[src/verilog/aseco_pkg.sv]
// Shared constants for the serial enable-control pair
package aseco_pkg;
	// Line timing
	localparam int BIT_TICKS      = 16;
	localparam int DIV_W          = 4;
	localparam int REENABLE_TICKS = 2;
	localparam int TXB_WAIT_TICKS = 1;
	// Parity select encodings
	localparam logic [1:0] PAR_NONE = 2'h0;
	localparam logic [1:0] PAR_ZERO = 2'h1;
	localparam logic [1:0] PAR_ODD  = 2'h2;
	localparam logic [1:0] PAR_EVEN = 2'h3;
	// Receive error status bits
	localparam int ERR_W      = 2;
	localparam int ERR_PARITY = 0;
	localparam int ERR_FRAME  = 1;
	// Register byte offsets
	localparam logic [7:0] OFF_CTRL     = 8'h00;
	localparam logic [7:0] OFF_MODE     = 8'h04;
	localparam logic [7:0] OFF_TXDATA   = 8'h08;
	localparam logic [7:0] OFF_RXDATA   = 8'h0C;
	localparam logic [7:0] OFF_STATUS   = 8'h10;
	localparam logic [7:0] OFF_IRQ_STAT = 8'h14;
	localparam logic [7:0] OFF_IRQ_MASK = 8'h18;
	// Control register bits
	localparam int CTRL_POWER = 0;
	localparam int CTRL_TX    = 1;
	localparam int CTRL_RX    = 2;
	// Mode register fields
	localparam int MODE_PAR   = 0;
	localparam int MODE_CHAR  = 2;
	localparam int MODE_STOP  = 3;
	localparam int MODE_ROUTE = 4;
	localparam int MODE_LIN   = 5;
	localparam int MODE_DIV   = 8;
	// Status register bits, and the offset of the error field in the receive data register
	localparam int ST_POWER = 0;
	localparam int ST_TX    = 1;
	localparam int ST_RX    = 2;
	localparam int ST_TXV   = 3;
	localparam int ST_BUSY  = 4;
	localparam int ST_PEND  = 5;
	localparam int ST_LINE  = 6;
	localparam int RXD_ERR  = 8;
	// Interrupt bits
	localparam int IRQ_W       = 3;
	localparam int IRQ_RX_DONE = 0;
	localparam int IRQ_RX_ERR  = 1;
	localparam int IRQ_TX_DONE = 2;
	// Reset values
	localparam logic [31:0] MODE_RST = 32'h0000_0000;
endpackage

[src/verilog/aseco_if.sv]
// Link between the serial device end and its controller end
`timescale 1ns/1ns
interface aseco_if;
	logic                            power_en;
	logic                            tx_enable;
	logic                            rx_enable;
	logic [1:0]                      parity_sel;
	logic                            char_len_sel;
	logic                            stop_len_sel;
	logic                            error_irq_route_sel;
	logic [aseco_pkg::DIV_W-1:0]     clk_div;
	logic [7:0]                      tx_data;
	logic                            tx_write;
	logic                            tx_busy;
	logic                            tx_done;
	logic [7:0]                      rx_data;
	logic [aseco_pkg::ERR_W-1:0]     rx_error_status;
	logic                            rx_done_irq;
	logic                            rx_error_irq;
	logic                            base_tick;
	logic                            rx_line_high;

	modport dev (
		input  power_en, tx_enable, rx_enable, parity_sel, char_len_sel, stop_len_sel,
		input  error_irq_route_sel, clk_div, tx_data, tx_write,
		output tx_busy, tx_done, rx_data, rx_error_status, rx_done_irq, rx_error_irq,
		output base_tick, rx_line_high
	);
	modport ctl (
		output power_en, tx_enable, rx_enable, parity_sel, char_len_sel, stop_len_sel,
		output error_irq_route_sel, clk_div, tx_data, tx_write,
		input  tx_busy, tx_done, rx_data, rx_error_status, rx_done_irq, rx_error_irq,
		input  base_tick, rx_line_high
	);
endinterface

[src/verilog/aseco_dev.sv]
// Serial device end: base clock, enable sync, transmitter and receiver
//
// Local design decisions: the placing of the registers and the APB register port.
`timescale 1ns/1ns
module aseco_dev #(
	parameter int BIT_TICKS = aseco_pkg::BIT_TICKS
) (
	input  wire logic core_clk,
	input  wire logic resetn,
	aseco_if.dev      lnk,
	input  wire logic serial_rx_pin,
	output logic      serial_tx_pin
);
	localparam int CW = $clog2(BIT_TICKS);
	localparam logic [CW-1:0] LAST = CW'(BIT_TICKS - 1);
	localparam logic [CW-1:0] HALF = CW'(BIT_TICKS / 2 - 1);

	if (BIT_TICKS < 4 || BIT_TICKS > 256) begin : g_chk
		$error("aseco_dev: BIT_TICKS must lie in 4 to 256");
	end

	typedef enum logic [2:0] {TX_IDLE, TX_START, TX_DATA, TX_PAR, TX_STOP} aseco_tx_st_t;
	typedef enum logic [2:0] {RX_IDLE, RX_START, RX_DATA, RX_PAR, RX_STOP} aseco_rx_st_t;

	// Parity bit to send, or to expect, for the chosen length
	function automatic logic par_bit(input logic [7:0] d, input logic cl, input logic [1:0] ps);
		logic x;
		x = cl ? ^d : ^d[6:0];
		par_bit = (ps == aseco_pkg::PAR_ODD) ? ~x : ((ps == aseco_pkg::PAR_EVEN) ? x : 1'b0);
	endfunction

	// Base clock, pin sync and enable sync
	logic [aseco_pkg::DIV_W-1:0] pre_q;
	logic [aseco_pkg::DIV_W-1:0] pre_d;
	logic                        tick;
	logic                        rx_meta_q;
	logic                        rx_sync_q;
	logic                        txe_q;
	logic                        txe_d;
	logic                        rxe_q;
	logic                        rxe_d;

	always_comb begin
		tick = lnk.power_en && (pre_q == lnk.clk_div);
		pre_d = (!lnk.power_en || tick) ? '0 : pre_q + 1'b1;
		txe_d = txe_q;
		rxe_d = rxe_q;
		if (!lnk.power_en) begin
			txe_d = 1'b0;
			rxe_d = 1'b0;
		end else if (tick) begin
			txe_d = lnk.tx_enable;
			rxe_d = lnk.rx_enable;
		end
	end

	always_ff @(posedge core_clk or negedge resetn) begin
		if (!resetn) begin
			pre_q <= '0;
			rx_meta_q <= 1'b1;
			rx_sync_q <= 1'b1;
			txe_q <= 1'b0;
			rxe_q <= 1'b0;
		end else begin
			pre_q <= pre_d;
			rx_meta_q <= serial_rx_pin;
			rx_sync_q <= rx_meta_q;
			txe_q <= txe_d;
			rxe_q <= rxe_d;
		end
	end

	// Transmitter
	aseco_tx_st_t   tst_q;
	aseco_tx_st_t   tst_d;
	logic [CW-1:0]  tcnt_q;
	logic [CW-1:0]  tcnt_d;
	logic [2:0]     tidx_q;
	logic [2:0]     tidx_d;
	logic [7:0]     tsh_q;
	logic [7:0]     tsh_d;
	logic           tpar_q;
	logic           tpar_d;
	logic           tstop_q;
	logic           tstop_d;
	logic           txo_q;
	logic           txo_d;
	logic           tdone_q;
	logic           tdone_d;
	logic           tend;

	always_comb begin
		tst_d = tst_q;
		tcnt_d = tcnt_q;
		tidx_d = tidx_q;
		tsh_d = tsh_q;
		tpar_d = tpar_q;
		tstop_d = tstop_q;
		txo_d = txo_q;
		tdone_d = 1'b0;
		tend = tick && (tcnt_q == LAST);
		if (tick) begin
			tcnt_d = tend ? '0 : tcnt_q + 1'b1;
		end
		unique case (tst_q)
			TX_IDLE: begin
				txo_d = 1'b1;
				tcnt_d = '0;
				if (txe_q && lnk.tx_write) begin
					tst_d = TX_START;
					tsh_d = lnk.tx_data;
					tpar_d = par_bit(lnk.tx_data, lnk.char_len_sel, lnk.parity_sel);
					tstop_d = lnk.stop_len_sel;
					tidx_d = '0;
					txo_d = 1'b0;
				end
			end
			TX_START: if (tend) begin
				tst_d = TX_DATA;
				txo_d = tsh_q[0];
			end
			TX_DATA: if (tend) begin
				tsh_d = tsh_q >> 1;
				tidx_d = tidx_q + 1'b1;
				if (tidx_q == (lnk.char_len_sel ? 3'h7 : 3'h6)) begin
					if (lnk.parity_sel == aseco_pkg::PAR_NONE) begin
						tst_d = TX_STOP;
						txo_d = 1'b1;
					end else begin
						tst_d = TX_PAR;
						txo_d = tpar_q;
					end
				end else begin
					txo_d = tsh_q[1];
				end
			end
			TX_PAR: if (tend) begin
				tst_d = TX_STOP;
				txo_d = 1'b1;
			end
			TX_STOP: if (tend) begin
				if (tstop_q) begin
					tstop_d = 1'b0;
				end else begin
					tst_d = TX_IDLE;
					tdone_d = 1'b1;
				end
			end
		endcase
		// Disabled transmitter is held initialised
		if (!txe_q) begin
			tst_d = TX_IDLE;
			txo_d = 1'b1;
		end
	end

	always_ff @(posedge core_clk or negedge resetn) begin
		if (!resetn) begin
			tst_q <= TX_IDLE;
			tcnt_q <= '0;
			tidx_q <= '0;
			tsh_q <= '0;
			tpar_q <= 1'b0;
			tstop_q <= 1'b0;
			txo_q <= 1'b1;
			tdone_q <= 1'b0;
		end else begin
			tst_q <= tst_d;
			tcnt_q <= tcnt_d;
			tidx_q <= tidx_d;
			tsh_q <= tsh_d;
			tpar_q <= tpar_d;
			tstop_q <= tstop_d;
			txo_q <= txo_d;
			tdone_q <= tdone_d;
		end
	end

	// Receiver
	aseco_rx_st_t                rst_q;
	aseco_rx_st_t                rst_d;
	logic [CW-1:0]               rcnt_q;
	logic [CW-1:0]               rcnt_d;
	logic [2:0]                  ridx_q;
	logic [2:0]                  ridx_d;
	logic [7:0]                  rsh_q;
	logic [7:0]                  rsh_d;
	logic                        rperr_q;
	logic                        rperr_d;
	logic [7:0]                  rdata_q;
	logic [7:0]                  rdata_d;
	logic [aseco_pkg::ERR_W-1:0] rerr_q;
	logic [aseco_pkg::ERR_W-1:0] rerr_d;
	logic                        rdone_q;
	logic                        rdone_d;
	logic                        reirq_q;
	logic                        reirq_d;
	logic                        rend;
	logic [7:0]                  rword;

	always_comb begin
		rst_d = rst_q;
		rcnt_d = rcnt_q;
		ridx_d = ridx_q;
		rsh_d = rsh_q;
		rperr_d = rperr_q;
		rdata_d = rdata_q;
		rerr_d = rerr_q;
		rdone_d = 1'b0;
		reirq_d = 1'b0;
		rend = tick && (rcnt_q == LAST);
		rword = lnk.char_len_sel ? rsh_q : {1'b0, rsh_q[7:1]};
		if (tick) begin
			rcnt_d = rend ? '0 : rcnt_q + 1'b1;
		end
		unique case (rst_q)
			RX_IDLE: begin
				rcnt_d = '0;
				if (rxe_q && !rx_sync_q) begin
					rst_d = RX_START;
				end
			end
			RX_START: if (tick && rcnt_q == HALF) begin
				rcnt_d = '0;
				ridx_d = '0;
				rperr_d = 1'b0;
				rst_d = rx_sync_q ? RX_IDLE : RX_DATA;
			end
			RX_DATA: if (rend) begin
				rsh_d = {rx_sync_q, rsh_q[7:1]};
				ridx_d = ridx_q + 1'b1;
				if (ridx_q == (lnk.char_len_sel ? 3'h7 : 3'h6)) begin
					rst_d = (lnk.parity_sel == aseco_pkg::PAR_NONE) ? RX_STOP : RX_PAR;
				end
			end
			RX_PAR: if (rend) begin
				rst_d = RX_STOP;
				// Zero parity bit is consumed unchecked
				if (lnk.parity_sel == aseco_pkg::PAR_ODD || lnk.parity_sel == aseco_pkg::PAR_EVEN) begin
					rperr_d = rx_sync_q != par_bit(rword, lnk.char_len_sel, lnk.parity_sel);
				end
			end
			RX_STOP: if (rend) begin
				rst_d = RX_IDLE;
				rdata_d = rword;
				rerr_d[aseco_pkg::ERR_PARITY] = rperr_q;
				rerr_d[aseco_pkg::ERR_FRAME] = !rx_sync_q;
				if (rperr_q || !rx_sync_q) begin
					rdone_d = lnk.error_irq_route_sel;
					reirq_d = !lnk.error_irq_route_sel;
				end else begin
					rdone_d = 1'b1;
				end
			end
		endcase
		if (!rxe_q) begin
			rst_d = RX_IDLE;
		end
	end

	always_ff @(posedge core_clk or negedge resetn) begin
		if (!resetn) begin
			rst_q <= RX_IDLE;
			rcnt_q <= '0;
			ridx_q <= '0;
			rsh_q <= '0;
			rperr_q <= 1'b0;
			rdata_q <= '0;
			rerr_q <= '0;
			rdone_q <= 1'b0;
			reirq_q <= 1'b0;
		end else begin
			rst_q <= rst_d;
			rcnt_q <= rcnt_d;
			ridx_q <= ridx_d;
			rsh_q <= rsh_d;
			rperr_q <= rperr_d;
			rdata_q <= rdata_d;
			rerr_q <= rerr_d;
			rdone_q <= rdone_d;
			reirq_q <= reirq_d;
		end
	end

	assign serial_tx_pin = txo_q;
	assign lnk.tx_busy = (tst_q != TX_IDLE);
	assign lnk.tx_done = tdone_q;
	assign lnk.rx_data = rdata_q;
	assign lnk.rx_error_status = rerr_q;
	assign lnk.rx_done_irq = rdone_q;
	assign lnk.rx_error_irq = reirq_q;
	assign lnk.base_tick = tick;
	assign lnk.rx_line_high = rx_sync_q;
endmodule

[src/flat_wrapper.sv]
// flat-port wrapper written by rule: the top's interface ports become plain ports
module aseco_dev_flat 
#(
	parameter int BIT_TICKS = aseco_pkg::BIT_TICKS
)
  (core_clk, resetn, serial_rx_pin, serial_tx_pin, lnk_power_en, lnk_tx_enable, lnk_rx_enable, lnk_parity_sel, lnk_char_len_sel, lnk_stop_len_sel, lnk_error_irq_route_sel, lnk_clk_div, lnk_tx_data, lnk_tx_write, lnk_tx_busy, lnk_tx_done, lnk_rx_data, lnk_rx_error_status, lnk_rx_done_irq, lnk_rx_error_irq, lnk_base_tick, lnk_rx_line_high);
  aseco_if lnk_i ();
  input  wire logic core_clk;
  input  wire logic resetn;
  input  wire logic serial_rx_pin;
  output logic serial_tx_pin;
  input wire logic [$bits(lnk_i.power_en)-1:0] lnk_power_en;
  input wire logic [$bits(lnk_i.tx_enable)-1:0] lnk_tx_enable;
  input wire logic [$bits(lnk_i.rx_enable)-1:0] lnk_rx_enable;
  input wire logic [$bits(lnk_i.parity_sel)-1:0] lnk_parity_sel;
  input wire logic [$bits(lnk_i.char_len_sel)-1:0] lnk_char_len_sel;
  input wire logic [$bits(lnk_i.stop_len_sel)-1:0] lnk_stop_len_sel;
  input wire logic [$bits(lnk_i.error_irq_route_sel)-1:0] lnk_error_irq_route_sel;
  input wire logic [$bits(lnk_i.clk_div)-1:0] lnk_clk_div;
  input wire logic [$bits(lnk_i.tx_data)-1:0] lnk_tx_data;
  input wire logic [$bits(lnk_i.tx_write)-1:0] lnk_tx_write;
  output wire logic [$bits(lnk_i.tx_busy)-1:0] lnk_tx_busy;
  output wire logic [$bits(lnk_i.tx_done)-1:0] lnk_tx_done;
  output wire logic [$bits(lnk_i.rx_data)-1:0] lnk_rx_data;
  output wire logic [$bits(lnk_i.rx_error_status)-1:0] lnk_rx_error_status;
  output wire logic [$bits(lnk_i.rx_done_irq)-1:0] lnk_rx_done_irq;
  output wire logic [$bits(lnk_i.rx_error_irq)-1:0] lnk_rx_error_irq;
  output wire logic [$bits(lnk_i.base_tick)-1:0] lnk_base_tick;
  output wire logic [$bits(lnk_i.rx_line_high)-1:0] lnk_rx_line_high;
  assign lnk_i.power_en = lnk_power_en;
  assign lnk_i.tx_enable = lnk_tx_enable;
  assign lnk_i.rx_enable = lnk_rx_enable;
  assign lnk_i.parity_sel = lnk_parity_sel;
  assign lnk_i.char_len_sel = lnk_char_len_sel;
  assign lnk_i.stop_len_sel = lnk_stop_len_sel;
  assign lnk_i.error_irq_route_sel = lnk_error_irq_route_sel;
  assign lnk_i.clk_div = lnk_clk_div;
  assign lnk_i.tx_data = lnk_tx_data;
  assign lnk_i.tx_write = lnk_tx_write;
  assign lnk_tx_busy = lnk_i.tx_busy;
  assign lnk_tx_done = lnk_i.tx_done;
  assign lnk_rx_data = lnk_i.rx_data;
  assign lnk_rx_error_status = lnk_i.rx_error_status;
  assign lnk_rx_done_irq = lnk_i.rx_done_irq;
  assign lnk_rx_error_irq = lnk_i.rx_error_irq;
  assign lnk_base_tick = lnk_i.base_tick;
  assign lnk_rx_line_high = lnk_i.rx_line_high;
  aseco_dev #(.BIT_TICKS(BIT_TICKS)) u_core (.core_clk(core_clk), .resetn(resetn), .lnk(lnk_i), .serial_rx_pin(serial_rx_pin), .serial_tx_pin(serial_tx_pin));
endmodule
[config.mk]
export PLATFORM = sky130hd
export DESIGN_NAME = aseco_dev_flat
export DESIGN_NICKNAME = d
export VERILOG_FILES = /design/src/verilog/aseco_pkg.sv /design/src/verilog/aseco_if.sv /design/src/verilog/aseco_dev.sv /design/src/flat_wrapper.sv
export SDC_FILE = /design/constraint.sdc
export NUM_CORES = 1
export LEC_CHECK = 0
export BUFFER_PORTS_ARGS = -buffer_cell sky130_fd_sc_hd__buf_2
export CAP_MARGIN = 40
export CORE_UTILIZATION = 34
export DETAILED_ROUTE_END_ITERATION = 7
export PLACE_DENSITY_LB_ADDON = 0.1
export SETUP_SLACK_MARGIN = 0.15
export SYNTH_ARGS = -nofsm -noshare
export SYNTH_HDL_FRONTEND = slang
export SYNTH_SLANG_ARGS = --single-unit
[constraint.sdc]
create_clock -name core_clk -period 1.7 [get_ports core_clk]
set_input_delay 0.085 -clock core_clk [delete_from_list [all_inputs] [get_ports core_clk]]
set_output_delay 0.085 -clock core_clk [all_outputs]
set_load 0.05 [all_outputs]
==> impl_metrics.toml <==
[clock_network]
numCtsBuffers = 9
cts-htree-levels = 3
clock_latency_ns = 0.34
tritoncts = "built"
cts_root_buf = "clkbuf_8"
clk_path_buf_depth = 2
clkTransAtPathRegs_ns = 0.07
clock-sinks = 61

[drt]
totalWireLength_um = 8214
drt_iter0_drc = 60
drt_pass1_iterations = 4
drc = 0
vias = 2782
routedWlPerCell_um = 14.34
ant_nets = 0
via_per_inst = 4.855

[run_status]
violations = "negative setup slack"
status = "complete, but fails checks"

[placed_design]
dp_hpwl_um = 5566
globalplace.congestion = 0.8375
port_buffers = 40
place_inst = 528

[logic_synthesis]
synth_top_flop_cell = "dfrtp_1"
yosysWarnings = 0
syn_inst = 334
yosys-top-cells-count = "58 x dfrtp_1, 47 x nand2_1, 28 x o21ai_0, 23 x xnor2_1, 22 x nor2_1"
yosysTopAreaCell = "dfrtp_1"
synth_top_area_share = 0.4448
yosysMostFrequentCell = "dfrtp_1"
synth_seq_cells = 61
synth_edf_count = 0
synth.distinct_cells = 54
ys_top_cells_by_area = "dfrtp_1 44%, xnor2_1 6.2%, mux2i_1 5.5%"
avgSynthCellArea_sq_um = 9.770
synth_nets = 363
syn_area_sq_um = 3263
ys_seq_area_frac = 0.4689
synth-async-reset-ratio = 1.000

[floorplanning]
num_rows = 35
die_w_um = 99.97
die_h_um = 99.97
num_io_pins = 41
start_util = 0.3515
coreArea_sq_um = 9284
dieArea_sq_um = 9993

[timing]
rsz0062_at_grt = "true"
slew_viol_final = 0
setup_viol = 12
setup_ws_ns = -0.04710
skew_ns = 0.01320
timing.fmax_mhz = 572.4
period_share = 1.028
hold_viol = 0
worstMarginPinSlew_ns = 0.5071
period_minus_slack_ns = 1.747
setup_tns_ns = -0.3166
slew_headroom = 0.6620

[pwr]
powerDensity_nw_per_um2 = 731.2
finalPower_mw = 3.403
power.leakage_nw = 2.058
vdd_drop_max_mv = 0.3993

[job]
cap_violations = 0

[final_layout]
utilization = 0.5013
area_delta_synth_final_pct = 42.64
antenna_cells = 0
stdcell_count = 573
drive_gt1_frac = 0.3919
final_nets = 468

[critical_path]
start_kind = "flip-flop"
crit_arrival_ns = 1.97
path_class = "reg2reg"
worstPathRequired_ns = 1.92
end_kind = "flip-flop"
critPathMaxFanout = 7

[grt]
grt_pass1_wl_um = 13640
track_usage = 0.1773
grt_overflow = 0
grt_max_degree = 26
antenna_found_initial = 0
first_global_vias = 2762

[worst_hold_path]
min_path_type = "in2reg"
==> worst paths after layout <==
check | start | depth (start not counted) | end | slack (ns)
worst max-delay path | u_core.pre_q[3]$_DFF_PN0_ | 7 | u_core.tsh_q[7]$_DFFE_PN0P_ | -0.05
worst min-delay path | lnk_tx_data[5] | 3 | u_core.tsh_q[5]$_DFFE_PN0P_ | 0.05
worst max register to register | u_core.pre_q[3]$_DFF_PN0_ | 7 | u_core.tsh_q[7]$_DFFE_PN0P_ | -0.05
worst min register to register | u_core.rx_meta_q$_DFF_PN1_ | 0 | u_core.lnk.rx_line_high$_DFF_PN1_ | 0.36
max in group asynchronous | resetn | 3 | u_core.rx_meta_q$_DFF_PN1_ | 0.90
min in group asynchronous | resetn | 2 | u_core.tst_q[2]$_DFFE_PN0P_ | 0.24
==> through the flow <==
| stage | worst slack (ns) | instance area, sq um | hold WS, ns |
|---|---|---|---|
| 2_1_floorplan | -0.03258 | 3387 | -0.2106 |
| 3_3_place_gp | -0.03882 | 3995 | 0.08523 |
| 3_5_place_dp | -0.06546 | 3995 | 0.08651 |
| 4_1_cts | -0.04641 | 4502 | 0.03088 |
| 5_1_grt | -0.1191 | 4654 | 0.04088 |
| 6_report | -0.04710 | 4654 | 0.04770 |
==> per-layer routing <==
layer / up-vias / track usage / wire [um]
li1: 1395 / - / -
met3: 6 / 0.04248 / 213
met5: - / 0 / 0
met4: 0 / 0.06222 / 82
met2: 44 / 0.2918 / 3929
met1: 1337 / 0.2281 / 3989
==> logic make-up after synthesis <==
family | after synthesis | synth area share
XOR/XNOR | 29 | 0.07784
adder cells (fa/ha/maj) | 5 | 0.01917
AO/OA/AOI/OAI | 72 | 0.1342
AND/OR/NAND/NOR | 118 | 0.1818
flip-flops | 61 | 0.4689
multiplexers | 27 | 0.08627
buffers and inverters | 22 | 0.03182
==> final cells by class <==
class,count,area (sq um)
Clock buffer,10,137.6
Tap cell,129,161.4
Inverter,8,37.54
Fill cell,870,4629
Clock inverter,6,62.56
Timing Repair Buffer,105,812.0
Multi-Input combinational cell,254,1912
Sequential cell,61,1531
==> critical path, stage by stage (launching register included) <==
cell     delay (ns)
dfrtp_1        0.41
xnor2_2        0.18
and4_4         0.26
buf_12         0.14
buf_6          0.16
a31oi_4        0.11
buf_4          0.17
a22o_1         0.19
==> sequential cells by signal, summed over array words and instances (netlist names) <==
register and count:
u_core.lnk.rx_data 8, u_core.lnk.rx_done_irq 1, u_core.lnk.rx_error_irq 1, u_core.lnk.rx_error_status 2, u_core.lnk.rx_line_high 1, u_core.lnk.tx_done 1, u_core.pre_q 4, u_core.rcnt_q 4
u_core.ridx_q 3, u_core.rperr_q 1, u_core.rsh_q 8, u_core.rst_q 3, u_core.rx_meta_q 1, u_core.rxe_q 1, u_core.serial_tx_pin 1, u_core.tcnt_q 4
u_core.tidx_q 3, u_core.tpar_q 1, u_core.tsh_q 8, u_core.tst_q 3, u_core.tstop_q 1, u_core.txe_q 1
==> placed cells by master, fill, tap and decap left out, types with 5 or more instances in the layout <==
| cell type | netlist | final |
|---|---|---|
| xnor2_1 | 23 | 19 |
| buf_2 | 5 | 38 |
| xor2_1 | 6 | 6 |
| clkbuf_8 | 0 | 10 |
| buf_6 | 1 | 7 |
| clkinvlp_4 | 0 | 5 |
| nor2_1 | 22 | 16 |
| a21oi_1 | 16 | 11 |
| o21ai_1 | 1 | 18 |
| dfrtp_1 | 58 | 57 |
| inv_1 | 8 | 6 |
| buf_12 | 0 | 5 |
| nand4_1 | 6 | 6 |
| nand3_1 | 8 | 7 |
| buf_4 | 2 | 47 |
| o21ai_0 | 28 | 7 |
| a21oi_2 | 0 | 5 |
| nand2_1 | 47 | 46 |
| mux2_4 | 0 | 9 |
| dlygate4sd3_1 | 0 | 6 |
| mux2i_1 | 18 | 18 |
| nor2_4 | 0 | 6 |
==> power breakdown <==
group          leakage (nW)  total (mW)  internal [mW]  switching [mW]
logic                  1.13       0.468          0.243           0.225
clock network        0.0943        1.31          0.711           0.601
registers             0.829        1.62           1.55          0.0701
total                  2.06        3.40           2.51           0.896
==> what timing repair did <==
action,4_1_cts,5_1_grt
pin swaps,18,14
resized for setup,27,29
endpoints found under the hold margin,22,0
endpoints found under the setup margin,51,55
setup buffers,12,8
cloned,2,2
hold buffers,6,0
Power figures use the tool's default switching activity.
